==> src/hdl/usb_status_pkg.sv <==
// Purpose: Shared constants for the USB function status register bank.
// Assumes: Byte-wide registers on a byte-addressed microcontroller bus.
// Notes:   Offsets are the full 16-bit external data addresses.
package usb_status_pkg;

  localparam int          ADDR_W          = 16;
  localparam int          DATA_W          = 8;

  localparam logic [15:0] OFS_INT_ENABLE  = 16'hfffd;
  localparam logic [15:0] OFS_EVENT_FLAGS = 16'hfffe;
  localparam logic [15:0] OFS_DEV_ADDRESS = 16'hffff;
  localparam logic [15:0] OFS_CONTROL     = 16'hfffc;
  localparam logic [15:0] OFS_INT_VECTOR  = 16'hffb2;

  localparam logic [7:0]  RST_INT_ENABLE  = 8'h00;
  localparam logic [7:0]  RST_EVENT_FLAGS = 8'h00;
  localparam logic [7:0]  RST_DEV_ADDRESS = 8'h00;
  localparam logic [7:0]  RST_CONTROL     = 8'h00;

  // Field positions in the flags and enable registers.
  localparam int          BIT_BUS_RESET   = 7;
  localparam int          BIT_SUSPEND     = 6;
  localparam int          BIT_RESUME      = 5;
  localparam int          BIT_FRAME       = 4;
  localparam int          BIT_ART_FRAME   = 3;
  localparam int          BIT_SETUP       = 2;
  localparam int          BIT_SETUP_OVWR  = 0;
  localparam logic [7:0]  FLAG_MASK       = 8'hfd;
  localparam logic [7:0]  ADDR_MASK       = 8'h7f;

  // Field positions in the control register.
  localparam int          BIT_CONNECT     = 7;
  localparam int          BIT_FUNC_EN     = 6;
  localparam int          BIT_WAKEUP      = 5;
  localparam int          BIT_RST_PROP    = 4;
  localparam logic [7:0]  CTRL_MASK       = 8'hf0;

endpackage

==> src/hdl/usb_function_status_regs.sv <==
// Purpose: USB function address, event flags, interrupt enable and control.
// Assumes: Event inputs are one-cycle pulses on REF_CLK from the engine.
// Notes:   Bus reset pulse comes from the engine on the same clock.
// Functional notes
// - The address register holds a writable seven-bit device address.
// - The device address returns to zero on power-on and USB bus reset.
// - A USB bus reset sets the bus reset flag.
// - A USB bus reset resets engine, buffer manager, timer and suspend logic.
// - With propagation enabled, bus reset also drives the reset output pin.
// - Flags are read-only; any interrupt vector write clears all but same-cycle events.
// - A detected suspend condition sets the suspend flag.
// - A detected resume condition sets the resume flag.
// - Every received start-of-frame sets the frame flag.
// - An artificial start-of-frame sets the artificial frame flag.
// - A completed setup transaction sets the setup flag.
// - An overwritten setup buffer sets the setup overwrite flag.
// - Each flag has an enable bit, reset to zero, gating its interrupt.
// - Address bit 7 and flag and enable bit 1 read as zero.
// - Bus reset clears function enable and keeps connect and propagation.
`timescale 1ns/1ps

module usb_function_status_regs
  import usb_status_pkg::*;
(
  // Clock and power-on reset
  input  wire logic              REF_CLK,
  input  wire logic              RST,
  // Microcontroller register port
  input  wire logic [ADDR_W-1:0] ADDR,
  input  wire logic              WR,
  input  wire logic              RD,
  input  wire logic [DATA_W-1:0] WDATA,
  output logic      [DATA_W-1:0] RDATA,
  // Events from the serial engine and frame timer
  input  wire logic              BUS_RESET,
  input  wire logic              SUSPEND_DET,
  input  wire logic              RESUME_DET,
  input  wire logic              FRAME_RCVD,
  input  wire logic              ART_FRAME,
  input  wire logic              SETUP_DONE,
  input  wire logic              SETUP_OVWR,
  // Status outputs
  output logic      [6:0]        DEVICE_ADDRESS,
  output logic                   USB_INT,
  output logic                   USB_LOGIC_RESET,
  output logic                   SYSTEM_RESET,
  output logic                   RESET_OUTPUT_PIN,
  output logic                   FUNCTION_ENABLE,
  output logic                   CONNECT,
  output logic                   REMOTE_WAKEUP
);

  logic [7:0] address_r, address_nxt;
  logic [7:0] flags_r, flags_nxt;
  logic [7:0] enable_r, enable_nxt;
  logic [7:0] control_r, control_nxt;
  logic [7:0] rdata_nxt;
  logic [7:0] events;

  wire sel_addr = (ADDR == OFS_DEV_ADDRESS);
  wire sel_flag = (ADDR == OFS_EVENT_FLAGS);
  wire sel_en   = (ADDR == OFS_INT_ENABLE);
  wire sel_ctrl = (ADDR == OFS_CONTROL);
  wire sel_vec  = (ADDR == OFS_INT_VECTOR);
  wire prop_on  = control_r[BIT_RST_PROP];

  // Event vector in flag bit order; bit 1 stays empty.
  assign events = {BUS_RESET, SUSPEND_DET, RESUME_DET, FRAME_RCVD,
                   ART_FRAME, SETUP_DONE, 1'b0, SETUP_OVWR};

  // A bus reset outranks a software address write in the same cycle.
  assign address_nxt = BUS_RESET ? RST_DEV_ADDRESS
                     : (WR && sel_addr) ? (WDATA & ADDR_MASK)
                     : address_r;

  // New events win over a vector-write clear so none is lost.
  assign flags_nxt = (((WR && sel_vec) ? 8'h00 : flags_r) | events)
                     & FLAG_MASK;

  assign enable_nxt = (WR && sel_en) ? (WDATA & FLAG_MASK)
                    : enable_r;

  // Connect and propagation bits survive a bus reset; enable does not.
  always_comb begin
    control_nxt = control_r;
    if (WR && sel_ctrl) begin
      control_nxt = WDATA & CTRL_MASK;
    end
    if (BUS_RESET) begin
      control_nxt[BIT_FUNC_EN] = 1'b0;
    end
  end

  assign rdata_nxt = sel_addr ? address_r
                   : sel_flag ? flags_r
                   : sel_en   ? enable_r
                   : sel_ctrl ? control_r
                   : 8'h00;

  always_ff @(posedge REF_CLK) begin
    if (RST) begin
      address_r <= RST_DEV_ADDRESS;
      flags_r   <= RST_EVENT_FLAGS;
      enable_r  <= RST_INT_ENABLE;
      control_r <= RST_CONTROL;
    end else begin
      address_r <= address_nxt;
      flags_r   <= flags_nxt;
      enable_r  <= enable_nxt;
      control_r <= control_nxt;
    end
  end

  // Outputs are registered; they trail the register state by one cycle
  // except the reset fan-out, which trails the bus reset pulse itself by one cycle.
  always_ff @(posedge REF_CLK) begin
    if (RST) begin
      RDATA            <= 8'h00;
      DEVICE_ADDRESS   <= 7'h00;
      USB_INT          <= 1'b0;
      USB_LOGIC_RESET  <= 1'b0;
      SYSTEM_RESET     <= 1'b0;
      RESET_OUTPUT_PIN <= 1'b0;
      FUNCTION_ENABLE  <= 1'b0;
      CONNECT          <= 1'b0;
      REMOTE_WAKEUP    <= 1'b0;
    end else begin
      RDATA            <= RD ? rdata_nxt : 8'h00;
      DEVICE_ADDRESS   <= address_r[6:0];
      USB_INT          <= |(flags_r & enable_r);
      USB_LOGIC_RESET  <= BUS_RESET;
      SYSTEM_RESET     <= BUS_RESET && prop_on;
      RESET_OUTPUT_PIN <= BUS_RESET && prop_on;
      FUNCTION_ENABLE  <= control_r[BIT_FUNC_EN];
      CONNECT          <= control_r[BIT_CONNECT];
      REMOTE_WAKEUP    <= control_r[BIT_WAKEUP];
    end
  end

  logic past_valid_r;
  always_ff @(posedge REF_CLK) begin
    past_valid_r <= !RST;
  end
endmodule // usb_function_status_regs

==> config.mk <==
export PLATFORM = sky130hd
export DESIGN_NAME = usb_function_status_regs
export DESIGN_NICKNAME = d
export VERILOG_FILES = /design/src/hdl/usb_status_pkg.sv /design/src/hdl/usb_function_status_regs.sv
export SDC_FILE = /design/constraint.sdc
export NUM_CORES = 1
export LEC_CHECK = 0
export ABC_CLOCK_PERIOD_IN_PS = 1450
export BUFFER_PORTS_ARGS = -buffer_cell sky130_fd_sc_hd__clkbuf_2
export CAP_MARGIN = 20
export CORE_ASPECT_RATIO = 0.8
export CORE_MARGIN = 5
export CORE_UTILIZATION = 45
export CTS_CLUSTER_DIAMETER = 80
export DETAILED_ROUTE_END_ITERATION = 10
export PLACE_DENSITY = 0.78
export SYNTH_ARGS = -nofsm -noshare
export SYNTH_HDL_FRONTEND = slang
export SYNTH_SLANG_ARGS = --single-unit
==> constraint.sdc <==
create_clock -name REF_CLK -period 1.45 [get_ports REF_CLK]
set_input_delay 0.145 -clock REF_CLK [delete_from_list [all_inputs] [get_ports REF_CLK]]
set_output_delay 0.145 -clock REF_CLK [all_outputs]
set_load 0.02 [all_outputs]
==> impl_metrics.toml <==
[outcome]
result_of_the_run = "finished, final reports clean"

[power_and_ir_drop]
switching_share_pct = 23.80
pwr-share-seq_pct = 58.0
static-leakage-power_nw = 0.9158
combinational_fraction_of_design_power_pct = 8.2
worst_vdd_drop_mv = 0.5246
pwr-share-clk_pct = 33.8
intPower_mw = 1.695
switchingPower_mw = 0.5296
power_density_nw_per_um2 = 960.2

[place]
pre_cts_ws_ns = -0.2282
detailedPlacementHpwl_mm = 3.373
gp_congestion = 0.8355
port_buffers = 56

[cells_and_area]
num_antenna_cells = 0
layout-drive-gt1-share_pct = 33.08
area_growth_syn_to_layout_pct = 26.50
fin_nets = 297
finalCoreUtilization_pct = 60.13

[setup_path]
timing.critical_path.slowest_stage_cell = "or4_4"
cp_max_fo = 3
crit_path_end_kind = "flop"
crit_path_category = "primary input to flop"
critical_path_data_required_time_ns = 1.63
worst_path_largest_cell_delay_ns = 0.52
cp_cell_sequence = "clkbuf_2 -> nand4_1 -> or4_4 -> buf_4 -> o31ai_1 -> a21oi_1"
worst_setup_path_start_kind = "primary input"
critical_path_arrival_ns = 1.49

[clock_tree]
cts_root_buf = "clkbuf_8"
clock_sinks = 46
clk_latency_ns = 0.30
numCtsBuffers = 5
clk_pin_slew_worst_paths_ns = 0.08
cts_post_setup_buffers_inserted = 0
clockBufferDepth = 2
maximum_level_of_the_cts_h_tree = 2
cts_tree = "yes"

[global_route]
grt_first_pass_wirelength_mm = 7.376
grt.total_usage_pct = 17.71
antenna_found_initial = 0
grt_remaining_overflow = 0
first_global_vias = 1588
grt_max_degree = 23

[timing]
layout_worst_path_cycle_share_pct = 90.36
layout_min_cycle_time_ns = 1.310
worst_pin_slew_ns = 0.3916
report.final.hold_viol_count = 0
rsz0062_at_grt = "no"
setup_viol = 0
relative_slew_slack_pct = 73.90
timing.final.ws_setup_ns = 0.1398
fmax_ghz = 0.7632
finalClockSkew_ns = 0.007971
slew_violations = 0

[yosys]
post_synth_main_area_contributors = "dfxtp_1 50%, a21oi_1 5.2%, nand3_1 4.9%"
synth_top_area_share_pct = 50.27
syn-num-nets = 235
synth_seq_cells = 46
synth.lib_cells_used.distinct = 33
synth-main-ff-cell = "dfxtp_1"
number_of_enable_type_register_cells_in_the_synthesized_netlist = 0
mapped_cells = 200
synthTopCellsByCount = "46 x dfxtp_1, 19 x a21oi_1, 18 x nand3_1"
synthMostInstantiatedCell = "dfxtp_1"
async_flop_share_pct = 0
ys_warn_count = 0
synth.largest_area_cell = "dfxtp_1"
ys_seq_area_share_pct = 50.27
syn-mean-instance-area_sq_um = 9.159
synth_area_sq_um = 1832

[job]
drv.max_cap_violation_count = 0

[floorplanning]
die_h_microns = 67.07
dieArea_sq_um = 5454
die_w_microns = 81.33
fp.coreArea_sq_um = 3854
std_cell_rows = 20
floorplan.initialDensity_pct = 47.53
io_pins = 57

[worst_hold_path]
timing.hold.worst.class = "primary input to flop"

[detailed_routing]
avgRoutedWirePerCell_microns = 13.97
drtAntennaViolNets = 0
wirelength_mm = 4.444
route.detailed.drc = 0
initialDrtViolationCount = 132
detailedRoute.firstPassIterationCount = 4
vias = 1686
drt-vias-per-instance = 5.302
[critical path: cells and delay by family]
| kind | cells | cell delay [ns] |
|---|---|---|
| buffers and inverters | 2 | 0.25 |
| AO/OA/AOI/OAI | 2 | 0.43 |
| AND/OR/NAND/NOR | 2 | 0.66 |
[cell families (layout without fill, tap and decap cells)]
family	Yosys count	count (layout)	share of synthesized area, %
flip-flops	46	46	50.27
buffers and inverters	15	78	3.689
AO/OA/AOI/OAI	56	56	18.85
multiplexers	6	6	3.620
AND/OR/NAND/NOR	77	77	23.57
[cells in the final DEF, fill, tap and decap left out, types with 2 or more instances in the layout]
cell       instances
clkbuf_2          56
dfxtp_1           46
a21oi_1           19
nand3_1           17
nor2_1            16
o21ai_0           14
nor2b_1           13
buf_4             12
nor3_1             8
a211oi_1           6
mux2_2             5
o31ai_1            5
nand2_1            5
a22oi_1            5
clkbuf_8           5
and4_1             4
o2bb2ai_1          3
nand4_1            2
nand2b_1           2
and2_1             2
inv_1              2
[routing by layer]
layer,wire length [microns],global-route usage [%],up-vias
met4,59,7.384,0
met2,1971,26.73,61
met5,0,0,-
met1,2058,23.68,767
met3,355,4.730,7
li1,-,-,851
[state kept, by name (all words and copies together), names as in the netlist]
name and cells:
RESET_OUTPUT_PIN 1, flags_r 7, RDATA 8, USB_LOGIC_RESET 1, control_r 4, FUNCTION_ENABLE 1
DEVICE_ADDRESS 7, CONNECT 1, USB_INT 1, address_r 7, enable_r 7, REMOTE_WAKEUP 1
[per-stage QoR]
| stage | instance area, sq um | std cells | TNS (ns) | hold slack, ns | total power, mW |
|---|---|---|---|---|---|
| 6_report | 2317 | 318 | 0 | 0.08258 | 2.225 |
| 5_1_grt | 2317 | 318 | 0 | 0.1072 | 2.318 |
| 4_1_cts | 2315 | 318 | 0 | 0.07692 | 2.243 |
| 3_5_place_dp | 2228 | 310 | -2.271 | 0.3985 | 1.502 |
| 3_3_place_gp | 2228 | 310 | -1.615 | 0.3965 | 1.497 |
| 2_1_floorplan | 1849 | 200 | 0 | 0.2259 | 1.397 |
[what timing repair did]
action                                  4_1_cts  5_1_grt
hold buffers                                  0        0
resized for setup                             0        1
hold endpoints to repair                      0        0
endpoints found under the setup margin        0        1
[power by group through the flow]
stage	sequential (mW)	combinational, mW	clock [mW]
final	1.29	0.183	0.752
after global routing	1.29	0.203	0.824
after CTS	1.29	0.183	0.771
after floorplan	1.32	0.0807	0
after global placement	1.32	0.178	0
after detailed placement	1.32	0.182	0
[path summary, 6_finish.rpt]
kind / end / slack (ns) / cells after the start / start
min reg2reg: RDATA[1] / 0.44 / 2 / address_r[1]
max: RDATA[6] / 0.14 / 6 / ADDR[13]
max reg2reg: USB_INT / 0.44 / 2 / flags_r[4]
min: address_r[1] / 0.08 / 3 / WDATA[1]
[area by class of cell]
cell class	instances	area, sq um
clock inverters	2	13.76
multi-input cells	139	863.3
repair buffers	68	370.4
inverters	2	7.507
fillers	383	1536
flip-flops and latches	46	920.9
clock buffers	6	72.57
well taps	55	68.82
Power figures use the tool's default switching activity.
